## config.mk

```make
export PLATFORM = sky130hd
export DESIGN_NAME = hcc_decoder
export DESIGN_NICKNAME = d
export VERILOG_FILES = /design/src/rtl/hcc_pkg.sv /design/src/rtl/hcc_decoder.sv /design/src/rtl/hcc_port_bit.sv /design/src/rtl/hcc_selector.sv
export VERILOG_INCLUDE_DIRS = /design/src /design/src/rtl
export SDC_FILE = /design/constraint.sdc
export NUM_CORES = 1
export LEC_CHECK = 0
export BUFFER_PORTS_ARGS = -buffer_cell sky130_fd_sc_hd__buf_4
export CAP_MARGIN = 20
export CORE_UTILIZATION = 46
export CTS_CLUSTER_DIAMETER = 80
export DETAILED_ROUTE_END_ITERATION = 7
export PLACE_DENSITY = 0.68
export SLEW_MARGIN = 40
export SYNTH_ARGS = -nofsm -noshare
export SYNTH_HDL_FRONTEND = slang
export SYNTH_SLANG_ARGS = --single-unit
```

## constraint.sdc

```tcl
create_clock -name i_clk -period 2.29 [get_ports i_clk]
set_input_delay 0.3435 -clock i_clk [delete_from_list [all_inputs] [get_ports i_clk]]
set_output_delay 0.3435 -clock i_clk [all_outputs]
set_load 0.02 [all_outputs]
```

## src/rtl/hcc_regs.svh

```systemverilog
// Command codes, field positions, reset values and timing figures of the
// host command decoder. Included by the decoder design file and by the bench.
`ifndef HCC_REGS_SVH
`define HCC_REGS_SVH

// Command bytes.
`define HCC_CMD_IDENTIFY   8'h80
`define HCC_CMD_CFG_WR     8'h81
`define HCC_CMD_INT_RD     8'h82
`define HCC_CMD_RESET      8'h83
`define HCC_CMD_PULL_WR    8'h84
`define HCC_CMD_DIR_WR     8'h85
`define HCC_CMD_STATE_WR   8'h86
`define HCC_CMD_DIR_RD     8'h87
`define HCC_CMD_CFG_RD     8'h92
`define HCC_CMD_OTHER_LO   8'h88
`define HCC_CMD_OTHER_HI   8'h97
`define HCC_CMD_HOLE       8'h8D

// Reset key and reset values.
`define HCC_RESET_KEY      8'hAA
`define HCC_CFG_RESET      8'h80
`define HCC_BYTE_ZERO      8'h00
`define HCC_WORD_ZERO      16'h0000

// Hardware configuration fields.
`define HCC_CFG_IRQ_PP     7
`define HCC_CFG_ROT_EN     6
`define HCC_CFG_SEL2_EN    3
`define HCC_CFG_SEL2_SRC   2
`define HCC_CFG_SEL1_EN    1
`define HCC_CFG_SEL1_SRC   0

// Interrupt code fields.
`define HCC_INT_CHAN_LSB   5
`define HCC_INT_AWAIT      4
`define HCC_INT_ERR        3
`define HCC_INT_ZERO       2
`define HCC_INT_ROT        1
`define HCC_INT_KEY        0

// Port pin that can never drive.
`define HCC_INPUT_ONLY_PIN 9

// Ready indication after a command reset.
`define HCC_READY_HOLD_MS  60
`define HCC_CLK_KHZ        250000

`endif

```

## src/rtl/hcc_pkg.sv

```systemverilog
// Types shared by the host command decoder files.
// Assumes nothing of its surroundings.
package hcc_pkg;

  // Progress of a write frame: waiting for the command byte or past it.
  typedef enum logic {
    HCC_WAIT_CMD,
    HCC_HAVE_CMD
  } hcc_phase_t;

endpackage

```

## src/rtl/hcc_decoder.sv

```systemverilog
// Host command decoder of the keypad and port companion chip.
// Assumes a serial slave framer in front that hands over whole bytes: a
// frame start pulse, write bytes with a valid pulse and read requests.
`timescale 1ns/100ps

`include "hcc_regs.svh"

// Overview of operation
// - Identify returns maker byte then revision byte.
// - Configuration command stores one data byte.
// - Configuration holds 0x80 after any reset.
// - Bit 7 picks open-drain or push-pull interrupt.
// - Bit 6 enables the rotary encoder inputs.
// - Bit 3 enables second selector output, overriding.
// - Bit 2 picks second selector source.
// - Bit 1 enables first selector; bit 0 source.
// - Interrupt read returns code, acknowledges, clears.
// - Awaiting setup blocks the clear until configuration.
// - Bits 7..5 flag channel script ends.
// - Bit 4 shows awaiting host setup.
// - Bit 3 flags an error condition.
// - Bit 1 rotation, bit 0 key, bit 2 zero.
// - Reset command with key 0xAA resets device.
// - Wrong reset key: no reset, raise error.
// - After command reset hold interrupt high 60 ms.
// - Pull command sets pull up or down.
// - First byte pins 15..8, second 7..0.
// - Direction command sets input or output.
// - Pin 9 never drives, only pulled input.
// - State command sets pull enable or level.
// - Configuration read returns the register.
// - Direction read returns both direction bytes.
module hcc_decoder #(
  parameter logic [7:0]  MAKER_CODE        = 8'h5A,  // Arbitrary value.
  parameter logic [7:0]  REVISION_CODE     = 8'h01,  // Arbitrary value.
  parameter bit          READY_PULSE_EN    = 1'b1,
  parameter int unsigned READY_HOLD_CYCLES = `HCC_READY_HOLD_MS * `HCC_CLK_KHZ,
  parameter int unsigned PORT_WIDTH        = 16
) (
  // Clock and reset.
  input  wire logic                  i_clk,
  input  wire logic                  i_resetn,
  // Byte port from the serial framer.
  input  wire logic                  i_frame_start,
  input  wire logic                  i_wr_valid,
  input  wire logic [7:0]            i_wr_data,
  input  wire logic                  i_rd_req,
  output logic                       o_rd_valid,
  output logic [7:0]                 o_rd_data,
  // Events from the rest of the chip.
  input  wire logic [2:0]            i_chan_done,
  input  wire logic                  i_error_event,
  input  wire logic                  i_rotation_event,
  input  wire logic                  i_key_event,
  // Interrupt pin, active low.
  output logic                       o_irq_n_out,
  output logic                       o_irq_n_oe,
  // Rotary encoder enable for the keypad column pins.
  output logic                       o_rotary_enable,
  // First selector.
  input  wire logic                  i_first_selector_in_a,
  input  wire logic                  i_first_selector_in_b,
  output logic                       o_first_selector_output,
  output logic                       o_first_selector_oe,
  // Second selector.
  input  wire logic                  i_second_selector_in_a,
  input  wire logic                  i_second_selector_in_b,
  output logic                       o_second_selector_output,
  output logic                       o_second_selector_oe,
  // Port pins.
  output logic [PORT_WIDTH-1:0]      o_port_pin_out,
  output logic [PORT_WIDTH-1:0]      o_port_pin_oe,
  output logic [PORT_WIDTH-1:0]      o_port_pull_en,
  output logic [PORT_WIDTH-1:0]      o_port_pull_down
);

  // ***************************************************************
  // Checks and declarations
  // ***************************************************************

  // The byte layout of the port commands fixes the port at two bytes.
  initial begin
    if (PORT_WIDTH != 16) begin
      $error("PORT_WIDTH must be 16.");
    end
    if (READY_HOLD_CYCLES < 1 || READY_HOLD_CYCLES > 32'h00FFFFFF) begin
      $error("READY_HOLD_CYCLES must lie between 1 and 2**24-1.");
    end
  end

  hcc_pkg::hcc_phase_t phase_reg;
  logic [7:0]          cmd_reg;
  logic [1:0]          wr_idx_reg;
  logic [1:0]          rd_idx_reg;
  logic [7:0]          stage_reg;
  logic                soft_rst_reg;
  logic [7:0]          cfg_reg;
  logic [15:0]         pull_reg;
  logic [15:0]         dir_reg;
  logic [15:0]         level_reg;
  logic                await_reg;
  logic [2:0]          chan_reg;
  logic                err_reg;
  logic                rot_reg;
  logic                key_reg;
  logic [23:0]         hold_reg;
  logic [7:0]          int_code;
  logic                cmd_byte;
  logic                data_byte;
  logic                known_cmd;
  logic                bad_key;
  logic                int_ack;
  logic                irq_active;
  logic [7:0]          rd_next;

  // ***************************************************************
  // Byte framing
  // ***************************************************************

  // The first written byte of a frame is the command; the rest are data.
  assign cmd_byte  = i_wr_valid && phase_reg == hcc_pkg::HCC_WAIT_CMD;
  assign data_byte = i_wr_valid && phase_reg == hcc_pkg::HCC_HAVE_CMD;

  // A command byte outside the full command set of the chip is unknown.
  // Commands served by other blocks are let through without complaint.
  assign known_cmd = (i_wr_data >= `HCC_CMD_IDENTIFY && i_wr_data <= `HCC_CMD_DIR_RD) ||
                     (i_wr_data >= `HCC_CMD_OTHER_LO && i_wr_data <= `HCC_CMD_OTHER_HI &&
                      i_wr_data != `HCC_CMD_HOLE);

  // A repeated start keeps the command so that a read can follow its write.
  always_ff @(posedge i_clk or negedge i_resetn) begin
    if (!i_resetn) begin
      phase_reg  <= hcc_pkg::HCC_WAIT_CMD;
      cmd_reg    <= `HCC_BYTE_ZERO;
      wr_idx_reg <= 2'h0;
    end else if (soft_rst_reg || i_frame_start) begin
      phase_reg  <= hcc_pkg::HCC_WAIT_CMD;
      wr_idx_reg <= 2'h0;
      if (soft_rst_reg) begin
        cmd_reg <= `HCC_BYTE_ZERO;
      end
    end else begin
      unique case (phase_reg)
        hcc_pkg::HCC_WAIT_CMD: begin
          if (i_wr_valid) begin
            cmd_reg   <= i_wr_data;
            phase_reg <= hcc_pkg::HCC_HAVE_CMD;
          end
        end
        hcc_pkg::HCC_HAVE_CMD: begin
          if (i_wr_valid && wr_idx_reg != 2'h3) begin
            wr_idx_reg <= wr_idx_reg + 2'h1;
          end
        end
      endcase
    end
  end

  // ***************************************************************
  // Configuration and reset commands
  // ***************************************************************

  // Every reset, including the command reset, restores the default.
  always_ff @(posedge i_clk or negedge i_resetn) begin
    if (!i_resetn) begin
      cfg_reg <= `HCC_CFG_RESET;
    end else if (soft_rst_reg) begin
      cfg_reg <= `HCC_CFG_RESET;
    end else if (data_byte && cmd_reg == `HCC_CMD_CFG_WR && wr_idx_reg == 2'h0) begin
      cfg_reg <= i_wr_data;
    end
  end

  assign bad_key = data_byte && cmd_reg == `HCC_CMD_RESET && wr_idx_reg == 2'h0 &&
                   i_wr_data != `HCC_RESET_KEY;

  // The reset is taken one cycle after the key; it clears the registers other than stage_reg, o_rd_data, hold_reg, o_rotary_enable and the interrupt pin ones.
  always_ff @(posedge i_clk or negedge i_resetn) begin
    if (!i_resetn) begin
      soft_rst_reg <= 1'b0;
    end else begin
      soft_rst_reg <= data_byte && cmd_reg == `HCC_CMD_RESET && wr_idx_reg == 2'h0 &&
                      i_wr_data == `HCC_RESET_KEY;
    end
  end

  // ***************************************************************
  // Port pin commands
  // ***************************************************************

  // The high byte waits in a stage so that all sixteen pins change at once.
  always_ff @(posedge i_clk or negedge i_resetn) begin
    if (!i_resetn) begin
      stage_reg <= `HCC_BYTE_ZERO;
    end else if (data_byte && wr_idx_reg == 2'h0) begin
      stage_reg <= i_wr_data;
    end
  end

  always_ff @(posedge i_clk or negedge i_resetn) begin
    if (!i_resetn) begin
      pull_reg  <= `HCC_WORD_ZERO;
      dir_reg   <= `HCC_WORD_ZERO;
      level_reg <= `HCC_WORD_ZERO;
    end else if (soft_rst_reg) begin
      pull_reg  <= `HCC_WORD_ZERO;
      dir_reg   <= `HCC_WORD_ZERO;
      level_reg <= `HCC_WORD_ZERO;
    end else if (data_byte && wr_idx_reg == 2'h1) begin
      if (cmd_reg == `HCC_CMD_PULL_WR) begin
        pull_reg <= {stage_reg, i_wr_data};
      end
      if (cmd_reg == `HCC_CMD_DIR_WR) begin
        dir_reg <= {stage_reg, i_wr_data};
      end
      if (cmd_reg == `HCC_CMD_STATE_WR) begin
        level_reg <= {stage_reg, i_wr_data};
      end
    end
  end

  // One pad controller per pin; the input-only pin is built without a driver.
  for (genvar g = 0; g < PORT_WIDTH; g++) begin : g_port
    hcc_port_bit #(
      .INPUT_ONLY (g == `HCC_INPUT_ONLY_PIN)
    ) u_port_bit (
      .i_clk       (i_clk),
      .i_resetn    (i_resetn),
      .i_dir       (dir_reg[g]),
      .i_level     (level_reg[g]),
      .i_pull_down (pull_reg[g]),
      .o_out       (o_port_pin_out[g]),
      .o_oe        (o_port_pin_oe[g]),
      .o_pull_en   (o_port_pull_en[g]),
      .o_pull_down (o_port_pull_down[g])
    );
  end

  // ***************************************************************
  // Selectors and rotary enable
  // ***************************************************************

  hcc_selector u_first_selector (
    .i_clk    (i_clk),
    .i_resetn (i_resetn),
    .i_enable (cfg_reg[`HCC_CFG_SEL1_EN]),
    .i_source (cfg_reg[`HCC_CFG_SEL1_SRC]),
    .i_in_a   (i_first_selector_in_a),
    .i_in_b   (i_first_selector_in_b),
    .o_out    (o_first_selector_output),
    .o_oe     (o_first_selector_oe)
  );

  hcc_selector u_second_selector (
    .i_clk    (i_clk),
    .i_resetn (i_resetn),
    .i_enable (cfg_reg[`HCC_CFG_SEL2_EN]),
    .i_source (cfg_reg[`HCC_CFG_SEL2_SRC]),
    .i_in_a   (i_second_selector_in_a),
    .i_in_b   (i_second_selector_in_b),
    .o_out    (o_second_selector_output),
    .o_oe     (o_second_selector_oe)
  );

  // The column pins switch to rotation inputs while this is high.
  always_ff @(posedge i_clk or negedge i_resetn) begin
    if (!i_resetn) begin
      o_rotary_enable <= 1'b0;
    end else begin
      o_rotary_enable <= cfg_reg[`HCC_CFG_ROT_EN];
    end
  end

  // ***************************************************************
  // Interrupt code
  // ***************************************************************

  assign int_code = {chan_reg, await_reg, err_reg, 1'b0, rot_reg, key_reg};

  // Acknowledge on the first byte read; blocked while setup is awaited.
  assign int_ack = i_rd_req && cmd_reg == `HCC_CMD_INT_RD && rd_idx_reg == 2'h0 &&
                   !await_reg;

  // Setup is awaited from every reset until the configuration command.
  always_ff @(posedge i_clk or negedge i_resetn) begin
    if (!i_resetn) begin
      await_reg <= 1'b1;
    end else if (soft_rst_reg) begin
      await_reg <= 1'b1;
    end else if (data_byte && cmd_reg == `HCC_CMD_CFG_WR && wr_idx_reg == 2'h0) begin
      await_reg <= 1'b0;
    end
  end

  // Sticky event bits: an event in the clearing cycle survives the clear.
  always_ff @(posedge i_clk or negedge i_resetn) begin
    if (!i_resetn) begin
      chan_reg <= 3'h0;
      err_reg  <= 1'b0;
      rot_reg  <= 1'b0;
      key_reg  <= 1'b0;
    end else if (soft_rst_reg) begin
      chan_reg <= 3'h0;
      err_reg  <= 1'b0;
      rot_reg  <= 1'b0;
      key_reg  <= 1'b0;
    end else begin
      chan_reg <= (chan_reg & {3{~int_ack}}) | i_chan_done;
      err_reg  <= (err_reg & ~int_ack) | i_error_event | bad_key |
                  (cmd_byte & ~known_cmd);
      rot_reg  <= (rot_reg & ~int_ack) |
                  (i_rotation_event & cfg_reg[`HCC_CFG_ROT_EN]);
      key_reg  <= (key_reg & ~int_ack) | i_key_event;
    end
  end

  // ***************************************************************
  // Read data
  // ***************************************************************

  // Bytes past the defined ones, and reads of write commands, return zero.
  always_comb begin
    rd_next = `HCC_BYTE_ZERO;
    unique case (cmd_reg)
      `HCC_CMD_IDENTIFY: begin
        if (rd_idx_reg == 2'h0) begin
          rd_next = MAKER_CODE;
        end else if (rd_idx_reg == 2'h1) begin
          rd_next = REVISION_CODE;
        end
      end
      `HCC_CMD_INT_RD: begin
        if (rd_idx_reg == 2'h0) begin
          rd_next = int_code;
        end
      end
      `HCC_CMD_DIR_RD: begin
        if (rd_idx_reg == 2'h0) begin
          rd_next = dir_reg[15:8];
        end else if (rd_idx_reg == 2'h1) begin
          rd_next = dir_reg[7:0];
        end
      end
      `HCC_CMD_CFG_RD: begin
        if (rd_idx_reg == 2'h0) begin
          rd_next = cfg_reg;
        end
      end
      default: begin
        rd_next = `HCC_BYTE_ZERO;
      end
    endcase
  end

  // Each request outside a frame start or command reset cycle is answered one cycle later with a one-cycle valid pulse.
  always_ff @(posedge i_clk or negedge i_resetn) begin
    if (!i_resetn) begin
      o_rd_valid <= 1'b0;
      o_rd_data  <= `HCC_BYTE_ZERO;
      rd_idx_reg <= 2'h0;
    end else if (soft_rst_reg || i_frame_start) begin
      o_rd_valid <= 1'b0;
      rd_idx_reg <= 2'h0;
    end else begin
      o_rd_valid <= i_rd_req;
      if (i_rd_req) begin
        o_rd_data <= rd_next;
        if (rd_idx_reg != 2'h3) begin
          rd_idx_reg <= rd_idx_reg + 2'h1;
        end
      end
    end
  end

  // ***************************************************************
  // Interrupt pin
  // ***************************************************************

  // A command reset loads the hold; the line is held high until it ends.
  always_ff @(posedge i_clk or negedge i_resetn) begin
    if (!i_resetn) begin
      hold_reg <= 24'h000000;
    end else if (soft_rst_reg && READY_PULSE_EN) begin
      hold_reg <= READY_HOLD_CYCLES[23:0];
    end else if (hold_reg != 24'h000000) begin
      hold_reg <= hold_reg - 24'h000001;
    end
  end

  // Awaited setup asserts the line once no hold is running, which signals readiness.
  assign irq_active = (|int_code) && hold_reg == 24'h000000 && !soft_rst_reg;

  // Push-pull drives both levels; open-drain drives only the low level.
  always_ff @(posedge i_clk or negedge i_resetn) begin
    if (!i_resetn) begin
      o_irq_n_out <= 1'b1;
      o_irq_n_oe  <= 1'b0;
    end else if (cfg_reg[`HCC_CFG_IRQ_PP]) begin
      o_irq_n_out <= ~irq_active;
      o_irq_n_oe  <= 1'b1;
    end else begin
      o_irq_n_out <= 1'b0;
      o_irq_n_oe  <= irq_active;
    end
  end

endmodule // hcc_decoder

```

## src/rtl/hcc_port_bit.sv

```systemverilog
// Pad control of one general purpose port pin.
// Assumes the pad has a weak pull device of selectable polarity.
`timescale 1ns/100ps

module hcc_port_bit #(
  parameter bit INPUT_ONLY = 1'b0
) (
  // Clock and reset.
  input  wire logic i_clk,
  input  wire logic i_resetn,
  // Settings.
  input  wire logic i_dir,
  input  wire logic i_level,
  input  wire logic i_pull_down,
  // Pad.
  output logic      o_out,
  output logic      o_oe,
  output logic      o_pull_en,
  output logic      o_pull_down
);

  logic drive;

  // An input-only pin ignores the direction and keeps its pull on.
  assign drive = i_dir & ~INPUT_ONLY;

  // Outputs drive the level; inputs float or take the weak pull.
  always_ff @(posedge i_clk or negedge i_resetn) begin
    if (!i_resetn) begin
      o_out       <= 1'b0;
      o_oe        <= 1'b0;
      o_pull_en   <= 1'b0;
      o_pull_down <= 1'b0;
    end else begin
      o_oe        <= drive;
      o_out       <= drive & i_level;
      o_pull_en   <= ~drive & (i_level | INPUT_ONLY);
      o_pull_down <= i_pull_down;
    end
  end

endmodule // hcc_port_bit

```

## src/rtl/hcc_selector.sv

```systemverilog
// One signal selector output of the companion chip.
// Assumes both sources are synchronous to i_clk.
`timescale 1ns/100ps

module hcc_selector (
  // Clock and reset.
  input  wire logic i_clk,
  input  wire logic i_resetn,
  // Configuration.
  input  wire logic i_enable,
  input  wire logic i_source,
  // Sources.
  input  wire logic i_in_a,
  input  wire logic i_in_b,
  // Pin.
  output logic      o_out,
  output logic      o_oe
);

  // The enabled selector owns the pin outright; disabled, it lets go.
  always_ff @(posedge i_clk or negedge i_resetn) begin
    if (!i_resetn) begin
      o_out <= 1'b0;
      o_oe  <= 1'b0;
    end else begin
      o_oe  <= i_enable;
      o_out <= i_enable & (i_source ? i_in_b : i_in_a);
    end
  end

endmodule // hcc_selector

```

Word-level counts from Yosys, hierarchy flattened
Cells that the tools add are included.
{ "totals": {"reg_bits": 187, "latch_bits": 0, "ram_bits": 0, "rom_bits": 0, "mem_count": 0} }
{ "classes": {"add_sub_neg": 3, "multipliers": 0, "div": 0, "magnitude_cmp": 4, "n_eq_ne": 18, "n_shift": 0, "muxes": 44, "bitwise_logic": 64, "reduce_logical": 46} }
{ "op_table": {"columns": ["operator", "count"], "rows": [
  ["$mux W16", 9],
  ["$eq A8 B8 Y1 const B", 10],
  ["$mux W8", 10],
  ["$mux W24", 2],
  ["$and A1 B1 Y1", 37],
  ["$pmux W8 S4", 1],
  ["$logic_not A24 Y1", 1],
  ["$reduce_bool A24 Y1", 1],
  ["$sub A24 B1 Y24 const B", 1],
  ["$reduce_bool A2 Y1", 11],
  ["$not A1 Y1", 20],
  ["$logic_and A1 B1 Y1", 19],
  ["$ge A8 B8 Y1 const B", 2],
  ["$le A8 B8 Y1 const B", 2],
  ["$ne A8 B8 Y1 const B", 2],
  ["$mux W1", 14],
  ["$mux W2", 6],
  ["$reduce_and A2 Y1", 6],
  ["$mux W7", 1],
  ["$reduce_or A7 Y1", 1],
  ["$ne A2 B2 Y1 const B", 3],
  ["$or A1 B1 Y1", 5],
  ["$add A2 B1 Y2 const B", 2],
  ["$eq A2 B1 Y1 const B", 2],
  ["other kinds (8)", 11]
]} }

Longest topological paths before layout
Gate-level depths: netlist of the first run.
{ "depth": {"ltp_word": 10, "depth_mapped": 8, "ltp_nobuf": 6} }

Cells and area by module
From an unflattened synthesis of the first run, not the netlist that was laid out.
{ "hier_totals": {"hier_cells": 683, "area_unflattened_um2": 7785.0} }
{ "modules_own_cells": {"columns": ["module", "instances", "cells_each", "area_per_inst_um2"], "rows": [
  ["hcc_decoder", 1, 579, 5834.3],
  ["hcc_port_bit (g_port[0].u_port_bit ...)", 15, 6, 116.4],
  ["hcc_selector", 2, 4, 66.3],
  ["hcc_port_bit (g_port[9].u_port_bit)", 1, 6, 72.6]
]} }

Least setup slack after synthesis of the first run
Ideal clock, no wire load.
{ "synth_path": {"path_type": "register -> register", "startpoint": "reg cmd_reg[4]", "endpoint": "reg dir_reg[11]", "setup_time_ns": 0.132, "arrival_ns": 2.102, "setup_slack_ns": 0.056, "stages_incl_launch_ff": 9, "path_cell_list": "dfrtp_1 buf_6 or4b_4 buf_6 or4_4 buf_6 buf_12 mux2i_1 nor2_1"} }
{ "synth_via": {"elab_chain_len": 3} }
{ "synth_lines": {"columns": ["item", "line", "rtl"], "rows": [
  ["start: declaration", "hcc_decoder.sv:92", "logic [7:0] cmd_reg;"],
  ["start signal: assignment", "hcc_decoder.sv:134", "cmd_reg <= `HCC_BYTE_ZERO;"],
  ["start signal: assignment", "hcc_decoder.sv:140", "cmd_reg <= `HCC_BYTE_ZERO;"],
  ["start signal: assignment", "hcc_decoder.sv:146", "cmd_reg <= i_wr_data;"],
  ["$eq A8 B8 Y1 (no source line)", null, null],
  ["$reduce_bool A2 Y1 (no source line)", null, null],
  ["$reduce_and A2 Y1 (no source line)", null, null],
  ["end signal: assignment", "hcc_decoder.sv:203", "dir_reg <= `HCC_WORD_ZERO;"],
  ["end signal: assignment", "hcc_decoder.sv:207", "dir_reg <= `HCC_WORD_ZERO;"],
  ["end signal: assignment", "hcc_decoder.sv:214", "dir_reg <= {stage_reg, i_wr_data};"],
  ["end: declaration", "hcc_decoder.sv:99", "logic [15:0] dir_reg;"]
]} }
Every way passes these cells.
A chain may end at the register's enable or synchronous reset.

Final worst setup path of the first run
{ "layout_path": {"startpoint": "reg cmd_reg[5]", "endpoint": "reg dir_reg[12]"} }
The elaborated chain is that of the path after synthesis.

==> results.json, run 1 <==
{
  "drc": 0,
  "dieArea_sq_um": 18600,
  "hold_violations": 0,
  "path_clk_slew_ns": 0.08,
  "die_height_um": 136,
  "worst_slew_pin_slew_ns": 0.581,
  "vias": 5380,
  "top_layer": "met4",
  "nets": 801,
  "final_area_sq_um": 9580,
  "cts_made_buffers": 17,
  "power_leakage_nw": 4.71,
  "status": "completed",
  "postCtsSetupRepairBufs": 0,
  "hp-class": "in2reg",
  "io_pins": 103,
  "root_buffer": "clkbuf_16",
  "ant_nets": 0,
  "wl_met2_um": 8500,
  "critical_path.top_delay_family": "simple AND/OR/NAND/NOR gates",
  "vias_per_cell": 5.34,
  "reg2reg_from": "cmd_reg[5]",
  "reg2reg_depth": 4,
  "vdd_ir_drop_max_uv": 514,
  "rsz0062_at_grt": "false",
  "track_usage_pct": 20.3,
  "critPathRequiredTime_ns": 2.59,
  "yosysWarnings": 0,
  "drv_slew": 0,
  "critPathSlowestCell": "or4_4",
  "crit_buf_inv": 0,
  "crit_end": "dir_reg[12]",
  "grt_pass1_vias": 5421,
  "place_area_sq_um": 8910,
  "wl_met3_um": 841,
  "met1Wirelength_um": 8120,
  "max_cap_viol_count": 0,
  "wire_per_inst_um": 17.5,
  "finalPower_w": 0.00862,
  "fmaxAchievable_mhz": 454,
  "max_stage_delay_ns": 0.72,
  "cts.path.max_buffers": 2,
  "synth_cell_types": 61,
  "ys.flop_type": "dfrtp_1",
  "synth_edf_count": 0,
  "clkSinkCount": 186,
  "cp_num_cells": 4,
  "async_flop_share_pct": 100,
  "fin_crit_sh_pct": 96.2,
  "syn_to_final_growth_pct": 15.6,
  "worstReg2RegEnd": "dir_reg[12]",
  "drt_iter0_drc": 264,
  "drive_gt1_share_pct": 23.2,
  "fin_skew_ns": 0.0118,
  "gpl.final_weighted_congestion": 0.884,
  "worstPathCellList": "or4b_4 > or4_4 > mux2i_1 > nor2_1",
  "yosysSeqAreaShare_pct": 56.2,
  "avgSynthCellArea_sq_um": 11.4,
  "routed_wirelength_um": 17700,
  "antenna_found_initial": 0,
  "placementRows": 48,
  "antenna_cells": 0,
  "syn_area_sq_um": 8290,
  "yosys_register_bits": 186,
  "grt_first_pass_wirelength_um": 28600,
  "start_util_pct": 47.4,
  "placed_cells_incl_taps": 975,
  "fin_cells": 1008,
  "startpoint_type": "flop",
  "critPathKind": "reg2reg",
  "r2r_slack_ns": 0.09,
  "cp-startpoint": "cmd_reg[5]",
  "relSlewSlack_pct": 60.2,
  "grt_overflow": 0,
  "portBuffers": 100,
  "setup_viol": 0,
  "syn-instance-count": 725,
  "die_w_um": 136,
  "dp_hpwl_um": 12000,
  "largest_reg_flops": 24,
  "cellPowerDensity_nw_per_um2": 899,
  "h-tree-depth": 4,
  "cp-end-kind": "flop",
  "design.core.area_sq_um": 17500,
  "cp.arrival_ns": 2.50,
  "clock_latency_ns": 0.43,
  "grt_max_degree": 103,
  "dr.pass1.iters": 4,
  "min_period_ns": 2.20,
  "cts_tree": "yes",
  "path_max_fanout": 16
}
==> cells in the final DEF (no fill, tap or decap), drive strengths merged, types with 4 or more instances in the layout <==
cell type	Yosys	layout
nor2b	32	32
nand2b	8	8
nor2	89	89
nand2	18	18
a21oi	20	20
and2	16	16
inv	22	28
buf	79	119
a31oi	5	5
nand4	6	6
mux2i	74	74
o21ai	15	15
or4	12	12
clkbuf	16	18
nor3	14	14
or3	4	4
a2111oi	6	6
ha	8	8
o31ai	10	10
clkinv	1	6
dfrtp	183	183
nand3	8	8
nor4	14	14
mux2	16	16
o22ai	4	4
==> layer usage <==
layer | vias up | global-route usage (%)
li1 | 2524 | -
met1 | 2698 | 28.0
met2 | 145 | 32.5
met3 | 13 | 3.73
met4 | 0 | 5.74
met5 | - | 0
==> cells in the mapped netlist (4+ instances only) <==
cell type	count	area share (%)
or4_1	11	1.0
or3_1	4	0.30
inv_1	22	1.0
a2111oi_0	6	0.63
nand3_1	8	0.48
o22ai_1	4	0.30
a21oi_1	20	1.2
buf_6	4	0.54
nor3_1	14	0.85
mux2_2	16	2.2
dfrtp_1	183	55
o31ai_1	10	0.91
clkbuf_1	16	0.72
and2_1	16	1.2
a31oi_1	5	0.38
nor4_1	10	0.75
nand2b_1	8	0.60
buf_1	6	0.27
ha_1	8	1.2
nand2_1	18	0.82
buf_4	66	6.0
nor2_1	89	4.0
mux2i_1	74	8.9
nor2b_1	32	2.4
nand4_1	6	0.45
o21ai_0	15	0.91
==> report_power, final <==
part / internal (W) / switching [W] / total [W]
clock: 0.00182 / 0.00139 / 0.00321
combinational: 0.000629 / 0.000823 / 0.00145
sequential: 0.00360 / 0.000347 / 0.00395
==> through the flow <==
stage | utilization, % | hold WS (ns) | TNS [ns] | worst slack (ns)
after global placement | 51.0 | 0.358 | 0 | 0.111
after detailed placement | 51.0 | 0.360 | -0.0186 | -0.0186
final | 54.8 | 0.131 | 0 | 0.0873
after CTS | 54.8 | 0.112 | 0 | 0.0808
after global routing | 54.8 | 0.115 | 0 | 0.00523
after floorplan | - | 0.0479 | 0 | 0.0565
==> final cells by class <==
type | count | area [sq um]
Clock buffer | 18 | 439
Multi-Input combinational cell | 422 | 2900
Inverter | 23 | 86.3
Tap cell | 225 | 282
Timing Repair Buffer | 120 | 995
Clock inverter | 14 | 221
Fill cell | 1478 | 7900
Sequential cell | 186 | 4660
==> worst min-delay path by stage <==
stage               slack [ns]                          endpoint  cells past startpoint     startpoint
global placement          0.36                       pull_reg[6]                      1       i_resetn
finish                    0.13                     wr_idx_reg[1]                      2  i_frame_start
floorplan                 0.05                        cfg_reg[0]                      0       i_resetn
CTS                       0.11                     wr_idx_reg[1]                      2  i_frame_start
global route              0.12                     wr_idx_reg[0]                      2  i_frame_start
detailed placement        0.36  g_port[6].u_port_bit.o_pull_down                      0    pull_reg[6]
==> what timing repair did <==
item | in CTS | in global routing
gates resized for setup | 1 | 0
hold buffers | 1 | 0
setup endpoints to repair | 1 | 0
endpoints found under the hold margin | 55 | 0
==> logic make-up (layout without fill, tap and decap cells) <==
group                      Yosys count  count (layout)  share of synthesized area (%)
adders and majority gates            8               8                           1.21
other                                2               3                         0.0906
buffers and inverters              118             175                           8.92
muxes                               90              90                           11.1
and+or+nand+nor                    239             239                           15.9
xor gates and xnor gates             2               2                          0.211
DFF                                186             186                           56.2
AOI/OAI and AO/OA                   80              80                           6.37
Power figures use the tool's default switching activity.
==> inputs of run 2 (changes only) <==
--- a/config.mk
+++ b/config.mk
@@ -9,6 +9,7 @@
 export BUFFER_PORTS_ARGS = -buffer_cell sky130_fd_sc_hd__buf_4
 export CAP_MARGIN = 20
 export CORE_UTILIZATION = 46
+export CTS_BUF_LIST = sky130_fd_sc_hd__clkbuf_8
 export CTS_CLUSTER_DIAMETER = 80
 export DETAILED_ROUTE_END_ITERATION = 7
 export PLACE_DENSITY = 0.68
==> results.json, run 2 (synthesis gave the netlist of run 1 again) <==
{
  "antenna_cells": 0,
  "vias_per_cell": 5.30,
  "cp-end-kind": "flop",
  "drt_iter0_drc": 287,
  "drc": 0,
  "cts_made_buffers": 17,
  "cts.path.max_buffers": 2,
  "vdd_ir_drop_max_uv": 479,
  "critPathKind": "reg2reg",
  "path_clk_slew_ns": 0.10,
  "reg2reg_from": "hold_reg[0]",
  "grt_util_met2_pct": 32.4,
  "start_util_pct": 47.4,
  "fin_skew_ns": 0.0138,
  "startpoint_type": "flop",
  "rsz0062_at_grt": "false",
  "drive_gt1_share_pct": 23.2,
  "hold_violations": 0,
  "portBuffers": 100,
  "hp-class": "in2reg",
  "mostFrequentLayoutCell": "dfrtp_1",
  "largest_reg_flops": 24,
  "dieArea_sq_um": 18600,
  "relSlewSlack_pct": 60.3,
  "grt_overflow": 0,
  "grt_use_met1_pct": 27.8,
  "drv_slew": 0,
  "io_pins": 103,
  "clock_latency_ns": 0.46,
  "track_usage_pct": 20.1,
  "min_period_ns": 2.20,
  "grt_use_met3_pct": 3.62,
  "grt-busiest-layer": "met2",
  "fillerInstances": 1502,
  "grt_first_pass_wirelength_um": 28400,
  "gpl.final_weighted_congestion": 0.884,
  "layout_common_cells": "dfrtp_1 (182), buf_4 (111), nor2_1 (89)",
  "multi_input_area_sq_um": 2900,
  "max_cap_viol_count": 0,
  "grt_max_degree": 103,
  "critPathRequiredTime_ns": 2.63,
  "fmaxAchievable_mhz": 454,
  "nets": 801,
  "placed_cells_incl_taps": 975,
  "grt_pass1_vias": 5385,
  "root_buffer": "clkbuf_8",
  "fin_cells": 1008,
  "wire_per_inst_um": 17.3,
  "power_leakage_nw": 4.62,
  "min_from": "i_frame_start",
  "vias": 5342,
  "routed_wirelength_um": 17500,
  "antenna_found_initial": 0,
  "finalPower_w": 0.00787,
  "path_max_fanout": 26,
  "design.core.area_sq_um": 17500,
  "fin_crit_sh_pct": 96.3,
  "cts_tree": "yes",
  "cellPowerDensity_nw_per_um2": 838,
  "setup_viol": 0,
  "clkSinkCount": 186,
  "dr.pass1.iters": 5,
  "status": "completed",
  "worst_slew_pin_slew_ns": 0.581,
  "die_height_um": 136,
  "h-tree-depth": 4,
  "cp-startpoint": "hold_reg[0]",
  "dp_hpwl_um": 12000,
  "placementRows": 48,
  "die_w_um": 136,
  "fin_tns_setup_ns": 0,
  "ff_latch_area_sq_um": 4660,
  "ant_nets": 0,
  "syn_to_final_growth_pct": 13.3,
  "cp.arrival_ns": 2.55
}
-- run 2: cell count changes in the layout (fill, tap and decap cells not counted) --
cell,previous run,this run
clkbuf_16,17,0
clkbuf_8,1,18
-- run 2: power breakdown --
part / leakage [nW] / switching, W / total (W) / internal, W
clock network: 0.236 / 0.00129 / 0.00247 / 0.00118
registers: 2.48 / 0.000344 / 0.00395 / 0.00360
logic: 1.91 / 0.000826 / 0.00146 / 0.000629
total: 4.62 / 0.00246 / 0.00787 / 0.00541
-- run 2: cell type report --
| cell class | count | area share, % |
|---|---|---|
| clock buffer | 18 | 2.64 |
| clock inverter | 14 | 2.36 |
| inverter | 23 | 0.919 |
| multi-input combinational | 422 | 30.9 |
| sequential | 186 | 49.6 |
| tap | 225 | 3.00 |
| timing repair buffer | 120 | 10.6 |
-- run 2: path summary, 6_finish.rpt --
| path | end | slack, ns | cells after the start |
|---|---|---|---|
| max | hold_reg[9] | 0.09 | 7 |
| min | wr_idx_reg[1] | 0.1 | 2 |
| max reg2reg | hold_reg[9] | 0.09 | 7 |
| min reg2reg | g_port[1].u_port_bit.o_pull_down | 0.39 | 0 |
| max in group asynchronous | g_port[7].u_port_bit.o_out | 1.19 | 3 |
| min in group asynchronous | pull_reg[7] | 0.43 | 2 |
-- run 2: metrics by stage --
step                      area (sq um)  util (%)  worst slack [ns]  hold slack, ns
after detailed placement          8910      51.0           -0.0186           0.360
after global placement            8910      51.0             0.111           0.358
after global routing              9390      53.7            0.0408          0.0662
after CTS                         9390      53.7             0.100          0.0699
final                             9390      53.7            0.0858          0.0987
after floorplan                   8290         -            0.0565          0.0479
-- run 2: per-layer routing --
layer	share of wire [%]	vias to the layer above
li1	-	2521
met1	46	2672
met2	48	135
met3	4.3	14
met4	1.1	0
met5	0	-
-- run 2: what timing repair did --
item	CTS	global route
hold endpoints to repair	55	0
buffers inserted	0	0
hold buffers	1	0
gates resized for setup	1	0
endpoints found under the setup margin	1	0
-- run 2: worst max-delay path, cell delays in order (launching register included) --
cell and delay, ns:
dfrtp_1 0.44, inv_1 0.09, ha_1 0.21, nand2b_1 0.16, nor4_4 0.08, buf_12 0.16
a2111oi_0 0.55, mux2_2 0.41
==> inputs of run 3 (changes only) <==
==> constraint.sdc (replaced) <==
create_clock -name i_clk -period 1.8 [get_ports i_clk]
set_input_delay 0.27 -clock i_clk [delete_from_list [all_inputs] [get_ports i_clk]]
set_output_delay 0.27 -clock i_clk [all_outputs]
set_load 0.02 [all_outputs]
==> results.json, run 3 (synthesis gave the netlist of run 1 again) <==
{
  "fmaxAchievable_mhz": 503,
  "fin_crit_sh_pct": 110,
  "cp-end-kind": "flop",
  "r2r_slack_ns": -0.19,
  "grt_max_degree": 103,
  "vias": 5868,
  "mostFrequentLayoutCell": "dfrtp_1",
  "portBuffers": 100,
  "fin_skew_ns": 0.0135,
  "drc": 0,
  "layout_common_cells": "dfrtp_1 (181), buf_4 (168), nor2_1 (87)",
  "track_usage_pct": 22.2,
  "final_core_util_pct": 59.7,
  "fillerInstances": 1439,
  "gpl.final_weighted_congestion": 0.876,
  "placementRows": 48,
  "path_clk_slew_ns": 0.10,
  "nets": 881,
  "antenna_found_initial": 0,
  "largest_reg_flops": 24,
  "root_buffer": "clkbuf_8",
  "routed_wirelength_um": 19500,
  "reg2reg_depth": 6,
  "setup_viol": 84,
  "clkSinkCount": 186,
  "power_leakage_nw": 5.08,
  "drt_iter0_drc": 479,
  "cpMostUsedCell": "buf_6",
  "h-tree-depth": 4,
  "wire_per_inst_um": 17.9,
  "dieArea_sq_um": 18600,
  "ant_nets": 0,
  "drive_gt1_share_pct": 37.1,
  "drv_slew": 0,
  "grt_first_pass_wirelength_um": 31100,
  "vdd_ir_drop_max_uv": 613,
  "hold_violations": 0,
  "max_cap_viol_count": 0,
  "whs_path_depth": 3,
  "min_from": "i_chan_done[0]",
  "cts.path.max_buffers": 2,
  "startpoint_type": "flop",
  "max_stage_delay_ns": 0.57,
  "worstHoldEndpoint": "chan_reg[0]",
  "cp.arrival_ns": 2.34,
  "critPathSlowestCell": "or4_4",
  "clock_latency_ns": 0.46,
  "setup_ws_ns": -0.187,
  "worstReg2RegEnd": "hold_reg[6]",
  "cts_tree": "yes",
  "die_height_um": 136,
  "start_util_pct": 47.4,
  "io_pins": 103,
  "grt_overflow": 0,
  "vias_per_cell": 5.39,
  "dp_hpwl_um": 12700,
  "syn_to_final_growth_pct": 25.8,
  "dp_slack_ns": -0.279,
  "failed_checks": "setup timing",
  "path_max_fanout": 6,
  "place_area_sq_um": 9430,
  "min_period_ns": 1.99,
  "worst_hold_slack_ns": 0.0399,
  "critPathKind": "reg2reg",
  "reg2reg_from": "hold_reg[16]",
  "design.core.area_sq_um": 17500,
  "dr.pass1.iters": 5,
  "worstPathCellList": "or4_4 > nor4_4 > buf_6 > buf_6 > a211oi_2 > a211o_1",
  "cellPowerDensity_nw_per_um2": 1070,
  "antenna_cells": 0,
  "status": "finished with violations",
  "cts_made_buffers": 17,
  "final_area_sq_um": 10400,
  "finalPower_w": 0.0111,
  "critPathRequiredTime_ns": 2.16,
  "rsz0062_at_grt": "true",
  "die_w_um": 136,
  "hp-class": "in2reg",
  "grt_pass1_vias": 5927
}
## run 3: cell types whose count changed in the layout (fill, tap and decap cells not counted), sizes merged
cell and change:
buf +76, bufinv -2, clkbuf +2, or4 +2, clkinv +1, clkinvlp +1, dlygate4sd3 +1, inv -1
## run 3: timing repair
item | CTS | global route
resized for setup | 40 | 71
buffers inserted | 9 | 6
hold buffers | 2 | 0
gates cloned | 3 | 2
pin swaps | 19 | 30
setup endpoints to repair | 94 | 94
endpoints found under the hold margin | 186 | 0
## run 3: critical path, delay by kind of cell (launching register included)
family	cells	cell delay (ns)
AOI/OAI and AO/OA	2	0.27
buffers and inverters	2	0.32
DFF	1	0.40
and+or+nand+nor	2	0.89
## run 3: layer usage
layer | track usage (%) | routed length, um | vias up
met3 | 5.74 | 1080 | 28
li1 | - | - | 2702
met1 | 28.7 | 8420 | 2964
met2 | 36.1 | 9640 | 174
met5 | 0 | 0 | -
met4 | 7.41 | 351 | 0
## run 3: cell type report
cell class                      instances  area (sq um)  area share, %
Timing Repair Buffer                  198          1650           15.8
Tap cell                              225           282           2.70
Sequential cell                       186          4660           44.7
Clock inverter                         13           141           1.36
Inverter                               23          90.1          0.864
Multi-Input combinational cell        424          3340           32.1
Clock buffer                           19           262           2.51
## run 3: through the flow
stage	std cells	TNS, ns
finish	1088	-9.45
floorplan	726	-18.23
global placement	1038	-10.52
detailed placement	1038	-14.07
CTS	1083	-11.31
global route	1088	-14.69
## run 3: where the power goes
group,leakage [nW],internal [W],total (W),switching [W]
sequential,2.47,0.00459,0.00494,0.000355
combinational,2.40,0.00173,0.00341,0.00169
clock,0.212,0.00121,0.00276,0.00155
## run 3: how the worst max path moves through the flow
| stage | start | endpoint | slack, ns |
|---|---|---|---|
| 2_1_floorplan | cmd_reg[4] | dir_reg[11] | -0.42 |
| 3_3_place_gp | cmd_reg[5] | dir_reg[0] | -0.23 |
| 3_5_place_dp | cmd_reg[5] | dir_reg[0] | -0.28 |
| 4_1_cts | cmd_reg[4] | dir_reg[0] | -0.22 |
| 5_1_grt | cmd_reg[4] | pull_reg[8] | -0.24 |
| 6_report | hold_reg[16] | hold_reg[6] | -0.19 |
